===== src/hw/ofr_pkg.sv =====
/*
  Constants, field layout, channel states and field helpers for the output
  fault response block.
  Assumes a single 40 MHz core clock and supervisor fault flags on that clock.
*/
// How it works
// - setting: action 7:6, retry 5:3, delay 2:0
// - action 00 keeps channel running
// - action 01 shuts down after deglitch delay
// - action 1X shuts down at once
// - retry 000 stays off until cleared
// - nonzero retry restarts endlessly at interval
// - retry setting taken at channel turn-on
// - zero delay turns off at first detection
// - delay N waits N supervisor samples
// - fault sets status word, vout bits; status byte bit on overvoltage only
// - fault pulls host alert line low
// - odd current-mode channel ignores faults
package ofr_pkg;

  localparam int ACTION_MSB = 7;
  localparam int ACTION_LSB = 6;
  localparam int RETRY_MSB = 5;
  localparam int RETRY_LSB = 3;
  localparam int DELAY_MSB = 2;
  localparam int DELAY_LSB = 0;

  typedef logic [1:0] action_t;
  typedef logic [2:0] retry_t;
  typedef logic [2:0] delay_t;
  typedef logic [7:0] setting_t;

  localparam action_t ACTION_IGNORE = 2'h0;
  localparam action_t ACTION_DELAYED = 2'h1;
  localparam int ACTION_NOW_BIT = 1;
  localparam retry_t RETRY_NONE = 3'h0;
  localparam delay_t DELAY_NONE = 3'h0;
  localparam setting_t REACTION_RESET = 8'h00;

  // supervisor sample period, nominal
  localparam real SAMPLE_PERIOD_US = 12.2;
  localparam real CLK_FREQ_MHZ = 40.0;
  localparam int SAMPLE_CYCLES = int'(SAMPLE_PERIOD_US * CLK_FREQ_MHZ);
  localparam int TICK_W = 9;
  localparam logic [TICK_W-1:0] TICK_LAST = TICK_W'(SAMPLE_CYCLES - 1);

  // restart interval in supervisor samples, plain default
  localparam int RETRY_W = 8;
  localparam int RETRY_SAMPLES_DEFAULT = 8;

  typedef enum logic [1:0] {
    CH_OFF = 2'b00,
    CH_RUN = 2'b01,
    CH_FAULT_OFF = 2'b11,
    CH_RETRY_WAIT = 2'b10
  } chan_state_t;

  function automatic action_t get_action(input setting_t s);
    return s[ACTION_MSB:ACTION_LSB];
  endfunction

  function automatic retry_t get_retry(input setting_t s);
    return s[RETRY_MSB:RETRY_LSB];
  endfunction

  function automatic delay_t get_delay(input setting_t s);
    return s[DELAY_MSB:DELAY_LSB];
  endfunction

endpackage


===== src/hw/fault_eval_if.sv =====
/*
  Carrier between the channel controller and one fault deglitch evaluator.
  Assumes all signals live on core_clk.
*/
`timescale 1ns/1ps
interface fault_eval_if;
  logic fault;
  logic tick;
  logic [7:0] setting;
  logic shutdown_req;

  modport eval (input fault, input tick, input setting, output shutdown_req);
  modport user (output fault, output tick, output setting, input shutdown_req);
endinterface


===== src/hw/output_fault_response.sv =====
/*
  Output overvoltage / undervoltage fault response for one channel: settings
  registers, supervisor sample tick, channel enable state machine, status and
  host alert.
  Assumes fault flags come from supervisor comparators on core_clk and that
  settings are written through a command decoder as strobe plus data.
*/
`timescale 1ns/1ps
module output_fault_response #(
  parameter logic [ofr_pkg::RETRY_W-1:0] RETRY_SAMPLES =
    ofr_pkg::RETRY_W'(ofr_pkg::RETRY_SAMPLES_DEFAULT)
) (
  input wire logic core_clk,
  input wire logic rst,
  input wire logic ov_detect,
  input wire logic uv_detect,
  input wire logic odd_channel_current_mode,
  input wire logic channel_on_cmd,
  input wire logic fault_clear,
  input wire logic ov_reaction_we,
  input wire ofr_pkg::setting_t ov_reaction_wdata,
  input wire logic uv_reaction_we,
  input wire ofr_pkg::setting_t uv_reaction_wdata,
  output ofr_pkg::setting_t ov_reaction_rdata,
  output ofr_pkg::setting_t uv_reaction_rdata,
  output logic channel_enable,
  output logic host_alert_line_n,
  output logic status_vout_ov,
  output logic status_vout_uv,
  output logic status_byte_vout_ov,
  output logic status_word_vout
);
  import ofr_pkg::*;

  typedef struct packed {
    setting_t ov_reaction;
    setting_t uv_reaction;
    logic [TICK_W-1:0] tick_cnt;
    logic tick;
    chan_state_t state;
    retry_t ov_retry;
    retry_t uv_retry;
    logic [RETRY_W-1:0] retry_cnt;
    logic enable;
    logic ov_stat;
    logic uv_stat;
    logic byte_ov;
    logic word_vout;
    logic alert_n;
  } top_state_t;

  localparam top_state_t TOP_RESET = '{
    ov_reaction: REACTION_RESET,
    uv_reaction: REACTION_RESET,
    tick_cnt: '0,
    tick: 1'b0,
    state: CH_OFF,
    ov_retry: RETRY_NONE,
    uv_retry: RETRY_NONE,
    retry_cnt: '0,
    enable: 1'b0,
    ov_stat: 1'b0,
    uv_stat: 1'b0,
    byte_ov: 1'b0,
    word_vout: 1'b0,
    alert_n: 1'b1
  };

  top_state_t s_ff;
  top_state_t nxt_s;
  logic ov_f;
  logic uv_f;
  logic shut_any;
  retry_t shut_retry;

  fault_eval_if ov_if();
  fault_eval_if uv_if();

  ////////////////////////////////////////////////////////////////////////////
  // fault masking and evaluators

  // current-mode odd channels have no voltage limits to compare against
  assign ov_f = ov_detect & ~odd_channel_current_mode;
  assign uv_f = uv_detect & ~odd_channel_current_mode;

  assign ov_if.fault = ov_f;
  assign ov_if.tick = s_ff.tick;
  assign ov_if.setting = s_ff.ov_reaction;
  assign uv_if.fault = uv_f;
  assign uv_if.tick = s_ff.tick;
  assign uv_if.setting = s_ff.uv_reaction;

  fault_deglitch ov_eval (
    .core_clk(core_clk),
    .rst(rst),
    .ev(ov_if.eval)
  );

  fault_deglitch uv_eval (
    .core_clk(core_clk),
    .rst(rst),
    .ev(uv_if.eval)
  );

  assign shut_any = ov_if.shutdown_req | uv_if.shutdown_req;
  // overvoltage takes precedence when both trip together
  assign shut_retry = ov_if.shutdown_req ? s_ff.ov_retry : s_ff.uv_retry;

  ////////////////////////////////////////////////////////////////////////////
  // next state

  always_comb begin
    nxt_s = s_ff;

    nxt_s.tick = 1'b0;
    if (s_ff.tick_cnt == TICK_LAST) begin
      nxt_s.tick_cnt = '0;
      nxt_s.tick = 1'b1;
    end else begin
      nxt_s.tick_cnt = s_ff.tick_cnt + TICK_W'(1);
    end

    if (ov_reaction_we) begin
      nxt_s.ov_reaction = ov_reaction_wdata;
    end
    if (uv_reaction_we) begin
      nxt_s.uv_reaction = uv_reaction_wdata;
    end

    // a new fault in the clearing cycle survives the clear
    if (fault_clear) begin
      nxt_s.ov_stat = 1'b0;
      nxt_s.uv_stat = 1'b0;
    end
    if (ov_f) begin
      nxt_s.ov_stat = 1'b1;
    end
    if (uv_f) begin
      nxt_s.uv_stat = 1'b1;
    end
    nxt_s.byte_ov = nxt_s.ov_stat;
    nxt_s.word_vout = nxt_s.ov_stat | nxt_s.uv_stat;
    nxt_s.alert_n = ~(nxt_s.ov_stat | nxt_s.uv_stat);

    unique case (s_ff.state)
      CH_OFF: begin
        if (channel_on_cmd) begin
          nxt_s.state = CH_RUN;
          // retry changes only land on the next off-then-on
          nxt_s.ov_retry = get_retry(s_ff.ov_reaction);
          nxt_s.uv_retry = get_retry(s_ff.uv_reaction);
        end
      end
      CH_RUN: begin
        if (!channel_on_cmd) begin
          nxt_s.state = CH_OFF;
        end else if (shut_any) begin
          nxt_s.retry_cnt = '0;
          if (shut_retry == RETRY_NONE) begin
            nxt_s.state = CH_FAULT_OFF;
          end else begin
            nxt_s.state = CH_RETRY_WAIT;
          end
        end
      end
      CH_FAULT_OFF: begin
        if (fault_clear) begin
          nxt_s.state = CH_OFF;
        end
      end
      CH_RETRY_WAIT: begin
        if (!channel_on_cmd) begin
          nxt_s.state = CH_OFF;
        end else if (s_ff.tick) begin
          if (s_ff.retry_cnt == RETRY_SAMPLES - RETRY_W'(1)) begin
            nxt_s.state = CH_RUN;
          end else begin
            nxt_s.retry_cnt = s_ff.retry_cnt + RETRY_W'(1);
          end
        end
      end
    endcase

    nxt_s.enable = (nxt_s.state == CH_RUN);
  end

  always_ff @(posedge core_clk or posedge rst) begin
    if (rst) begin
      s_ff <= TOP_RESET;
    end else begin
      s_ff <= nxt_s;
    end
  end

  ////////////////////////////////////////////////////////////////////////////
  // outputs

  assign ov_reaction_rdata = s_ff.ov_reaction;
  assign uv_reaction_rdata = s_ff.uv_reaction;
  assign channel_enable = s_ff.enable;
  assign host_alert_line_n = s_ff.alert_n;
  assign status_vout_ov = s_ff.ov_stat;
  assign status_vout_uv = s_ff.uv_stat;
  assign status_byte_vout_ov = s_ff.byte_ov;
  assign status_word_vout = s_ff.word_vout;

  ////////////////////////////////////////////////////////////////////////////
  // checks

  AST_SETTING_STORED: assert property (@(posedge core_clk) disable iff (rst)
    ov_reaction_we |=> ov_reaction_rdata == $past(ov_reaction_wdata))
    else $error("overvoltage setting not stored");

  AST_STATUS_SET: assert property (@(posedge core_clk) disable iff (rst)
    (ov_detect && !odd_channel_current_mode) |=>
      (status_vout_ov && status_byte_vout_ov && status_word_vout))
    else $error("overvoltage status bits not set");

  AST_ALERT_LOW: assert property (@(posedge core_clk) disable iff (rst)
    ((ov_detect || uv_detect) && !odd_channel_current_mode) |=> !host_alert_line_n)
    else $error("host alert not pulled low on fault");

  AST_ODD_CHANNEL_SILENT: assert property (@(posedge core_clk) disable iff (rst)
    (odd_channel_current_mode && !status_vout_uv) |=> !status_vout_uv)
    else $error("current-mode channel flagged undervoltage");

  AST_LATCHED_OFF: assert property (@(posedge core_clk) disable iff (rst)
    (s_ff.state == CH_FAULT_OFF && !fault_clear) |=> !channel_enable [*2])
    else $error("channel restarted with retry disabled");

  AST_RETRY_ENTERED: assert property (@(posedge core_clk) disable iff (rst)
    (s_ff.state == CH_RUN && channel_on_cmd && shut_any && shut_retry != RETRY_NONE)
      |=> (s_ff.state == CH_RETRY_WAIT && !channel_enable))
    else $error("retry wait not entered after shutdown");

endmodule // output_fault_response


===== src/hw/fault_deglitch.sv =====
/*
  Deglitch and action decode for one fault kind (overvoltage or undervoltage).
  Assumes fault is already masked and sampled on core_clk, tick is one cycle.
*/
`timescale 1ns/1ps
module fault_deglitch
  import ofr_pkg::*;
(
  input wire logic core_clk,
  input wire logic rst,
  fault_eval_if.eval ev
);

  typedef struct packed {
    delay_t cnt;
    logic shut;
  } dg_state_t;

  dg_state_t s_ff;
  dg_state_t nxt_s;
  action_t act;
  delay_t dly;

  assign act = get_action(ev.setting);
  assign dly = get_delay(ev.setting);
  assign ev.shutdown_req = s_ff.shut;

  always_comb begin
    nxt_s = s_ff;
    nxt_s.shut = 1'b0;
    if (!ev.fault) begin
      nxt_s.cnt = DELAY_NONE;
    end else if (act[ACTION_NOW_BIT]) begin
      nxt_s.shut = 1'b1;
    end else if (act == ACTION_DELAYED) begin
      if (s_ff.cnt >= dly) begin
        nxt_s.shut = 1'b1;
      end else if (ev.tick) begin
        nxt_s.cnt = s_ff.cnt + 3'h1;
      end
    end else begin
      nxt_s.cnt = DELAY_NONE;
    end
  end

  always_ff @(posedge core_clk or posedge rst) begin
    if (rst) begin
      s_ff <= '0;
    end else begin
      s_ff <= nxt_s;
    end
  end

  AST_IGNORE_KEEPS_RUNNING: assert property (@(posedge core_clk) disable iff (rst)
    (act == ACTION_IGNORE) |=> !ev.shutdown_req)
    else $error("ignore action produced a shutdown");

  AST_IMMEDIATE_SHUTDOWN: assert property (@(posedge core_clk) disable iff (rst)
    (ev.fault && act[ACTION_NOW_BIT]) |=> ev.shutdown_req)
    else $error("immediate action did not shut down");

  AST_ZERO_DELAY: assert property (@(posedge core_clk) disable iff (rst)
    (ev.fault && act == ACTION_DELAYED && dly == DELAY_NONE) |=> ev.shutdown_req)
    else $error("zero deglitch delay did not shut down at once");

  AST_DEGLITCH_HOLD: assert property (@(posedge core_clk) disable iff (rst)
    (act == ACTION_DELAYED && s_ff.cnt < dly) |=> !ev.shutdown_req)
    else $error("shutdown before deglitch count reached");

  AST_FAULT_GONE_CLEARS: assert property (@(posedge core_clk) disable iff (rst)
    !ev.fault |=> (s_ff.cnt == DELAY_NONE && !ev.shutdown_req))
    else $error("pending count kept after fault vanished");

endmodule // fault_deglitch


===== config.mk =====
export PLATFORM = sky130hd
export DESIGN_NAME = output_fault_response
export DESIGN_NICKNAME = d
export VERILOG_FILES = /design/src/hw/ofr_pkg.sv /design/src/hw/fault_eval_if.sv /design/src/hw/output_fault_response.sv /design/src/hw/fault_deglitch.sv
export SDC_FILE = /design/constraint.sdc
export NUM_CORES = 1
export LEC_CHECK = 0
export BUFFER_PORTS_ARGS = -buffer_cell sky130_fd_sc_hd__buf_2
export CORE_MARGIN = 2
export CORE_UTILIZATION = 45
export DETAILED_ROUTE_END_ITERATION = 16
export GPL_ROUTABILITY_DRIVEN = 0
export HOLD_SLACK_MARGIN = 0.06
export PLACE_DENSITY = 0.68
export SYNTH_ARGS = -nofsm -noshare
export SYNTH_HDL_FRONTEND = slang
export SYNTH_HIERARCHICAL = 1
export SYNTH_SLANG_ARGS = --single-unit

===== constraint.sdc =====
create_clock -name core_clk -period 2.04 [get_ports core_clk]
set_clock_uncertainty 0.2 [all_clocks]
set_input_delay 0.306 -clock core_clk [delete_from_list [all_inputs] [get_ports core_clk]]
set_output_delay 0.306 -clock core_clk [all_outputs]
set_load 0.01 [all_outputs]

==> impl_metrics.csv, run 1 <==
group,metric,value,unit
grt,grt_use_met3,4.75,%
floorplan,coreArea,6240,um2
synth,synth-edff-count,0,
flow_run,maxCapViolations,0,
route,route.vias.total,1939,
status,status,"complete, no violations",
critical_path,cp_slowest_cell,"dfrtp_1",
critical_path,cp_data_arrival_time,1.81,ns
floorplan,ios,47,
critical_path,regToRegStartpoint,"uv_eval/s_ff[3]",
route,drc,0,
critical_path,cp.required,2.04,ns
grt,grt_pass1_wl,9050,um
sta,slew_violations,0,
grt,gr-usage-met1,21.4,%
finish,diodes,0,
route,viasPerCell,5.12,
synth,synthDistinctLibCells,49,
floorplan,start_util,45.8,%
synth,synth_top_area_cell,"dfrtp_1",
clock_network,cts_buffers,5,
sta,rsz0062_at_grt,"no",
grt,grt_pass1_vias,1938,
synth,synthTopCellsByCount,"54 x dfrtp_1, 22 x mux2_2, 18 x inv_1",
finish,area_growth,17.8,%
clock_network,max-clock-path-buffers,2,
worst_hold_path,hp-class,"input port to register",
synth,syn_area_per_cell,11.4,um2
floorplan,die_w,83.7,um
critical_path,end_kind,"register",
grt,antenna_found_initial,0,
sta,whs,0.0869,ns
critical_path,path_delay_family,"compound AO/OA/AOI/OAI gates",
critical_path,ff2ff_path_depth,5,
sta,max-slew-margin-rel,60.3,%
critical_path,crit_path_max_incr_delay,0.44,ns
worst_hold_path,min_from,"channel_on_cmd",
synth,synth_ff_type,"dfrtp_1",
sta,period_needed,1.81,ns
finish,fin_nets,336,
floorplan,row_count,29,
grt,top_usage_layer,"met2",
sta,worst_slew_pin_slew,0.595,ns
synth,syn-num-nets,286,
clock_network,clk_latency,0.31,ns
power_and_ir_drop,p_total,0.00254,W
clock_network,clkTransAtPathRegs,0.10,ns
route,antenna_left,0,
sta,tns,0,ns
floorplan,dieArea,7000,um2
synth,yosysWarnings,6,
power_and_ir_drop,powerDensity,756,nW/um2
route,wire_per_inst,13.6,um
sta,max_freq,0.553,GHz
synth,netlist_area,2860,um2
synth,synth_area_leaders,"dfrtp_1 47%, mux2_2 8.7%, buf_4 4.5%",
synth,seq_area_frac_synth,48.2,%
clock_network,htreeDepth,2,
critical_path,worstPathMaxFanout,5,
critical_path,crit_buf_inv,0,
sta,fin_crit_sh,88.7,%
floorplan,die_y,83.7,um
grt,overflow,0,
clock_network,postCtsSetupRepairBufs,0,
power_and_ir_drop,max-vdd-ir-drop,471,uV
clock_network,cts.sinks,55,
critical_path,worstSetupPathType,"register to register",
worst_hold_path,min_to,"channel_enable",
route,first_iter_violations,96,
clock_network,cts_root_buffer,"clkbuf_8",
power_and_ir_drop,leakage,1.56,nW
synth,synth_top_area_share,47.3,%
critical_path,r2r_setup_slack,0.23,ns
placed_design,dpl.hpwl,3700,um
grt,grt_max_degree,48,
critical_path,crit_chain,"ha_1 -> a21oi_2 -> o21a_4 -> o22ai_4 -> a211o_1",
route,totalWireLength,5160,um
clock_network,tritoncts,"built",
route,first_pass_iters,5,
finish,drive_gt1_share,32.5,%
sta,hold_viol,0,
synth,post-synth-top-count-cell,"dfrtp_1",
critical_path,cp-start-kind,"register",
grt,grtUsageMet2,26.0,%
sta,setup_viol,0,
placed_design,io_buffers,46,
grt,gr-usage-all-layers,16.2,%
synth,synth-async-reset-ratio,100,%
synth,synthCells,251,
critical_path,rr_endpoint,"uv_eval/s_ff[3]",
synth,ys_ff_latch,55,
worst_hold_path,whs_path_depth,3,
sequential cells by signal, summed over array words and instances (netlist names):
signal                   count
s_ff                        25
ov_reaction_rdata            8
uv_reaction_rdata            8
ov_eval/s_ff                 3
uv_eval/s_ff                 3
channel_enable               1
host_alert_line_n            1
ov_eval/ev.shutdown_req      1
ov_if.tick                   1
status_byte_vout_ov          1
status_vout_uv               1
status_word_vout             1
uv_eval/ev.shutdown_req      1
routing by layer:
layer / routed length, um / up-vias / share of wire [%]
li1: - / 966 / -
met1: 2380 / 926 / 46
met2: 2480 / 42 / 48
met3: 236 / 5 / 4.6
met4: 67 / 0 / 1.3
met5: 0 / - / 0
what timing repair did:
item,CTS,global route
hold buffers,17,0
endpoints found under the hold margin,70,0
resized for setup,0,0
area by class of cell:
cell class / count / area [um2]
Sequential cell: 55 / 1380
Tap cell: 77 / 96.3
Inverter: 18 / 67.6
Timing Repair Buffer: 65 / 428
Clock inverter: 2 / 60.1
Multi-Input combinational cell: 156 / 1260
Clock buffer: 6 / 72.6
Fill cell: 553 / 2880
tightest hold or removal path: stages:
cell and delay, ns:
buf_2 0.15, nand2_1 0.07, a21oi_1 0.04
worst max-delay path by stage:
| stage | startpoint | end | slack, ns | cells past startpoint |
|---|---|---|---|---|
| final | uv_eval/s_ff[3] | uv_eval/s_ff[3] | 0.23 | 5 |
| after global routing | ov_eval/s_ff[3] | ov_eval/s_ff[1] | 0.12 | 5 |
| after CTS | uv_eval/s_ff[3] | uv_eval/s_ff[3] | 0.23 | 5 |
| after detailed placement | uv_eval/s_ff[3] | uv_eval/s_ff[3] | 0.25 | 5 |
| after global placement | uv_eval/s_ff[3] | uv_eval/s_ff[3] | 0.31 | 5 |
| after floorplan | ov_eval/s_ff[3] | ov_eval/s_ff[3] | 0.34 | 5 |
metrics by stage:
| step | utilization (%) | std cells | worst slack, ns | cell area (um2) |
|---|---|---|---|---|
| after floorplan | - | 251 | 0.343 | 2860 |
| after global placement | 49.1 | 354 | 0.308 | 3060 |
| after detailed placement | 49.1 | 354 | 0.247 | 3060 |
| after CTS | 53.9 | 379 | 0.232 | 3370 |
| after global routing | 53.9 | 379 | 0.119 | 3370 |
| final | 53.9 | 379 | 0.231 | 3370 |
logic make-up after synthesis:
logic type | Yosys count | share of synthesized area, %
simple gates | 80 | 17.6
mux | 22 | 8.67
fa+ha+maj | 10 | 4.38
compound gates | 34 | 10.5
xor+xnor | 10 | 3.07
flops | 55 | 48.2
buf+inv | 40 | 7.53
report_power, final:
| part | switching, W | internal, W | total, W |
|---|---|---|---|
| logic | 0.000181 | 0.000219 | 0.000400 |
| registers | 0.0000893 | 0.00121 | 0.00130 |
| clock network | 0.000356 | 0.000491 | 0.000847 |
cell usage in the layout (no fill, tap or decap), drive strengths merged, types with 2 or more instances in the layout:
cell type and n:
nor2 16, o21ai 4, dlygate4sd3 17, a211o 2
inv 18, nor3 3, clkbuf 6, and3 3
ha 10, buf 48, bufinv 2, nand2 17
dfrtp 54, o22ai 2, nor2b 10, o2111a 2
o211ai 6, a311oi 2, nand4b 2, a21oi 3
a31oi 4, nand3 10, a21o 2, xnor2 6
xor2 4, and4b 3, o21a 2, nand4 5
o31ai 3, nand3b 2, mux2 22, or3 2
Power figures use the tool's default switching activity.
==> run 2: changes to the inputs <==
--- a/config.mk
+++ b/config.mk
@@ -5,7 +5,7 @@
 export SDC_FILE = /design/constraint.sdc
 export NUM_CORES = 1
 export LEC_CHECK = 0
-export BUFFER_PORTS_ARGS = -buffer_cell sky130_fd_sc_hd__buf_2
+export BUFFER_PORTS_ARGS = -buffer_cell sky130_fd_sc_hd__buf_4
 export CORE_MARGIN = 2
 export CORE_UTILIZATION = 45
 export DETAILED_ROUTE_END_ITERATION = 16
==> run 2 against run 1 <==
Against the previous run: wire length up 4.1%; clock power down 32%; global-route usage up 0.052 points; sequential power about the same; count of clock-buffer cells in the layout down 1; worst setup slack better by 0.011 ns; sequential share of layout area down 0.91 points; first-iteration DRC count down 13%; fmax up 0.63%; sequential cell count unchanged; power down 8.9%; largest cell class unchanged; final cell count up 0.26%.
==> impl_metrics.csv, run 2 (same netlist as run 1, synthesis figures left out) <==
group,metric,value,unit
sta,max_freq,0.556,GHz
grt,overflow,0,
grt,grt_pass1_vias,1988,
power_and_ir_drop,max-vdd-ir-drop,513,uV
floorplan,start_util,45.8,%
clock_network,cts_hold_buf,18,
route,first_pass_iters,4,
floorplan,die_y,83.7,um
finish,fin_nets,337,
critical_path,crit_chain,"ha_1 -> a21oi_2 -> o21a_4 -> a31oi_1 -> a311oi_1",
grt,grt_pass1_wl,9280,um
clock_network,post_cts_resize_count,0,
critical_path,crit_path_max_incr_delay,0.43,ns
grt,antenna_found_initial,0,
placed_design,io_buffers,46,
critical_path,worstPathMaxFanout,5,
placed_design,dpl.hpwl,3880,um
critical_path,end_kind,"register",
critical_path,cp-start-kind,"register",
finish,final_area,3440,um2
clock_network,postCtsSetupRepairBufs,0,
placed_design,place_ws,0.239,ns
route,antenna_left,0,
placed_design,dpl_cell_area,3180,um2
route,first_iter_violations,84,
sta,hold_viol,0,
clock_network,htreeDepth,2,
grt,gr-usage-all-layers,16.2,%
clock_network,cts.sinks,55,
clock_network,clkTransAtPathRegs,0.10,ns
worst_hold_path,min_to,"ov_reaction_rdata[4]",
power_and_ir_drop,clkPwrFrac,25.0,%
floorplan,coreArea,6240,um2
critical_path,cp_slowest_cell,"dfrtp_1",
power_and_ir_drop,combPwrFrac,19.0,%
sta,fin_crit_sh,88.1,%
clock_network,clk_latency,0.30,ns
flow_run,maxCapViolations,0,
floorplan,row_count,29,
floorplan,ios,47,
critical_path,ff2ff_path_depth,5,
critical_path,cp.required,2.03,ns
critical_path,cp_data_arrival_time,1.79,ns
finish,area_growth,20.5,%
sta,layout_setup_ws,0.242,ns
route,totalWireLength,5370,um
finish,regMostFlops,"s_ff",
critical_path,rr_endpoint,"uv_eval/s_ff[1]",
clock_network,max-clock-path-buffers,2,
critical_path,regToRegStartpoint,"uv_eval/s_ff[3]",
floorplan,dieArea,7000,um2
clock_network,tritoncts,"built",
finish,drive_gt1_share,32.7,%
route,viasPerCell,5.12,
finish,diodes,0,
power_and_ir_drop,seq_power_share,56.0,%
worst_hold_path,hp-class,"input port to register",
sta,slew_violations,0,
status,status,"complete, no violations",
worst_hold_path,whs_path_depth,2,
finish,layout_common_cells,"54 x dfrtp_1, 47 x buf_4, 22 x mux2_2",
sta,period_needed,1.80,ns
finish,final_common_cell,"dfrtp_1",
route,drc,0,
worst_hold_path,min_from,"ov_reaction_we",
power_and_ir_drop,p_switching,0.000617,W
route,route.vias.total,1946,
sta,worst_slew_pin_slew,0.598,ns
route,wire_per_inst,14.1,um
critical_path,worstSetupPathType,"register to register",
finish,largest_reg_flops,25,
power_and_ir_drop,powerDensity,674,nW/um2
sta,max-slew-margin-rel,60.0,%
sta,tns,0,ns
power_and_ir_drop,p_sw_share,26.6,%
clock_network,cts_root_buffer,"clkbuf_8",
clock_network,cts_buffers,5,
power_and_ir_drop,leakage,1.58,nW
power_and_ir_drop,intPower,0.00170,W
sta,rsz0062_at_grt,"no",
grt,grt_max_degree,37,
sta,setup_viol,0,
floorplan,die_w,83.7,um
critical_path,r2r_setup_slack,0.24,ns
[run 2: cell types whose count changed in the layout (fill, tap and decap cells not counted)]
cell and change:
buf_2 -46, buf_4 +46, bufinv_16 -2, clkbuf_1 -1
clkinv_2 +3, dlygate4sd3_1 +1
[run 2: layout make-up]
type	count	area [um2]
clock buffers	5	68.8
clock inverters	3	15.0
fillers	527	2800
inverters	18	67.6
multi-input cells	156	1260
flip-flops and latches	55	1380
well taps	77	96.3
repair buffers	66	553
[run 2: how the worst max path moves through the flow]
stage          depth (start not counted)  slack, ns       startpoint              end
3_5_place_dp                           5       0.24  uv_eval/s_ff[3]  uv_eval/s_ff[1]
4_1_cts                                5       0.21  uv_eval/s_ff[3]  uv_eval/s_ff[1]
5_1_grt                                5        0.1  uv_eval/s_ff[3]  uv_eval/s_ff[1]
2_1_floorplan                          5       0.34  ov_eval/s_ff[3]  ov_eval/s_ff[3]
3_3_place_gp                           5       0.31  uv_eval/s_ff[3]  uv_eval/s_ff[3]
6_report                               5       0.24  uv_eval/s_ff[3]  uv_eval/s_ff[1]
[run 2: layer usage]
layer	wire (um)	track usage [%]	up-vias
met1	2470	21.2	935
met3	206	3.36	4
li1	-	-	965
met4	42	3.96	0
met5	0	0	-
met2	2650	27.7	42
[run 2: power by group through the flow]
stage                     Clock, W  Sequential, W  Combinational [W]
after floorplan                  0        0.00129           0.000317
after global placement           0        0.00131           0.000409
after detailed placement         0        0.00132           0.000418
after CTS                 0.000600        0.00130           0.000447
after global routing      0.000646        0.00132           0.000482
final                     0.000579        0.00130           0.000441
[run 2: per-stage QoR]
stage,hold WS [ns],std cells,total power [W],util [%]
floorplan,-0.128,251,0.00161,-
global placement,0.0356,354,0.00172,50.9
detailed placement,0.0350,354,0.00174,50.9
CTS,0.136,380,0.00234,55.2
global route,0.136,380,0.00244,55.2
finish,0.145,380,0.00232,55.2
[run 2: critical path: cells and delay by family (launching register included)]
kind / cells / cell delay, ns
AO/OA/AOI/OAI: 4 / 0.72
adder cells (fa/ha/maj): 1 / 0.33
flip-flops: 1 / 0.43
==> run 3: changes to the inputs <==
==> constraint.sdc (replaced) <==
create_clock -name core_clk -period 1.9 [get_ports core_clk]
set_clock_uncertainty 0.2 [all_clocks]
set_input_delay 0.285 -clock core_clk [delete_from_list [all_inputs] [get_ports core_clk]]
set_output_delay 0.285 -clock core_clk [all_outputs]
set_load 0.01 [all_outputs]
==> run 3 against run 2 <==
Against the previous run: die area is the same; highest routed layer unchanged; fmax is essentially flat; sequential share of layout area shrank 0.50 points; critical path type unchanged; worst hold slack lost 0.039 ns; first-iteration DRC count grew 13%; wire length shrank 0.69%; register-to-register slack lost 0.14 ns.
==> impl_metrics.csv, run 3 (same netlist as run 1, synthesis figures left out) <==
group,metric,value,unit
status,status,"complete, no violations",
sta,setup_viol,0,
finish,regMostFlops,"s_ff",
sta,period_needed,1.80,ns
route,wire_per_inst,13.9,um
critical_path,path_delay_family,"compound AO/OA/AOI/OAI gates",
clock_network,tritoncts,"built",
clock_network,max-clock-path-buffers,2,
critical_path,end_kind,"register",
critical_path,worstPathMaxFanout,5,
flow_run,maxCapViolations,0,
placed_design,dpl.hpwl,3820,um
sta,max-slew-margin-rel,64.0,%
grt,grt_max_degree,25,
clock_network,cts.sinks,55,
critical_path,crit_path_max_incr_delay,0.43,ns
route,viasPerCell,5.22,
critical_path,worstSetupPathType,"register to register",
sta,tns,0,ns
critical_path,cp.required,1.92,ns
placed_design,place_inst,355,
finish,final-seq-area,1380,um2
route,route.vias.total,2000,
finish,largest_reg_flops,25,
finish,multi_input_area,1270,um2
clock_network,clk_latency,0.31,ns
power_and_ir_drop,powerDensity,735,nW/um2
worst_hold_path,hp-class,"input port to register",
sta,rsz0062_at_grt,"no",
clock_network,cts_root_buffer,"clkbuf_8",
floorplan,coreArea,6240,um2
route,first_iter_violations,95,
floorplan,ios,47,
floorplan,dieArea,7000,um2
floorplan,start_util,45.8,%
power_and_ir_drop,leakage,1.60,nW
placed_design,io_buffers,46,
finish,diodes,0,
finish,fin_cells,383,
floorplan,row_count,29,
floorplan,die_y,83.7,um
route,antenna_left,0,
critical_path,crit_chain,"ha_1 -> a21oi_2 -> o21a_4 -> a31oi_1 -> a311oi_2",
clock_network,cts_buffers,5,
grt,antenna_found_initial,0,
sta,max_freq,0.556,GHz
finish,drive_gt1_share,33.7,%
finish,fill_cells,533,
clock_network,clkTransAtPathRegs,0.10,ns
power_and_ir_drop,max-vdd-ir-drop,490,uV
route,first_pass_iters,4,
grt,gr-usage-all-layers,16.0,%
sta,worst_slew_pin_slew,0.539,ns
grt,grt_pass1_wl,9180,um
sta,fin_crit_sh,94.7,%
sta,hold_viol,0,
critical_path,crit_buf_inv,0,
route,drc,0,
floorplan,die_w,83.7,um
finish,final_common_cell,"dfrtp_1",
finish,fin_nets,340,
critical_path,cp_slowest_cell,"dfrtp_1",
finish,postLayoutCoreUtil,55.9,%
grt,grt_pass1_vias,2003,
critical_path,cp-start-kind,"register",
grt,overflow,0,
clock_network,htreeDepth,2,
sta,slew_violations,0,
critical_path,cp_data_arrival_time,1.82,ns
route,totalWireLength,5330,um
finish,area_growth,22.0,%
finish,layout_common_cells,"54 x dfrtp_1, 50 x buf_4, 22 x mux2_2",
-- run 3: cell count changes in the layout (fill, tap and decap cells not counted) --
| cell | before | now |
|---|---|---|
| buf_4 | 47 | 50 |
| clkinv_2 | 3 | 0 |
| a311oi_1 | 2 | 1 |
| a311oi_2 | 0 | 1 |
| clkbuf_8 | 5 | 6 |
| clkinv_4 | 0 | 1 |
| clkinvlp_4 | 0 | 1 |
-- run 3: stage by stage --
stage / hold WS (ns) / instance area (um2) / worst slack [ns] / total power, W
floorplan: -0.149 / 2860 / 0.203 / 0.00173
global placement: 0.0137 / 3190 / 0.165 / 0.00185
detailed placement: 0.0105 / 3190 / 0.111 / 0.00187
CTS: 0.101 / 3460 / 0.0792 / 0.00259
global route: 0.113 / 3490 / 0.00970 / 0.00269
finish: 0.106 / 3490 / 0.101 / 0.00256
-- run 3: timing repair --
action / 4_1_cts / 5_1_grt
setup endpoints to repair: 0 / 2
resized for setup: 0 / 1
buffers inserted: 0 / 2
hold endpoints to repair: 47 / 0
hold buffers: 18 / 0
-- run 3: power breakdown --
part	internal [W]	switching [W]	total, W
Clock	0.000298	0.000391	0.000689
Combinational	0.000279	0.000199	0.000477
Sequential	0.00130	0.0000966	0.00139
-- run 3: routing by layer --
metal	global-route usage (%)	part of all wire, %	vias up
met5	0	0	-
met4	4.40	1.2	0
met3	3.17	3.2	7
met2	26.2	49	39
met1	21.8	46	975
li1	-	-	979
-- run 3: final timing paths --
kind	start	endpoint	slack (ns)	cells after the start
min reg2reg	s_ff[23]	s_ff[23]	0.28	1
max reg2reg	uv_eval/s_ff[3]	uv_eval/s_ff[1]	0.10	5
max	uv_eval/s_ff[3]	uv_eval/s_ff[1]	0.10	5
min	ov_reaction_we	ov_reaction_rdata[0]	0.11	2
max in group asynchronous	rst	s_ff[12]	0.57	4
min in group asynchronous	rst	uv_eval/s_ff[1]	0.25	3
-- run 3: final cells by class --
cell class,instances,area share [%]
sequential,55,39.5
multi-input combinational,156,36.4
timing repair buffer,69,16.5
tap,77,2.76
clock buffer,6,2.37
inverter,18,1.94
clock inverter,2,0.467
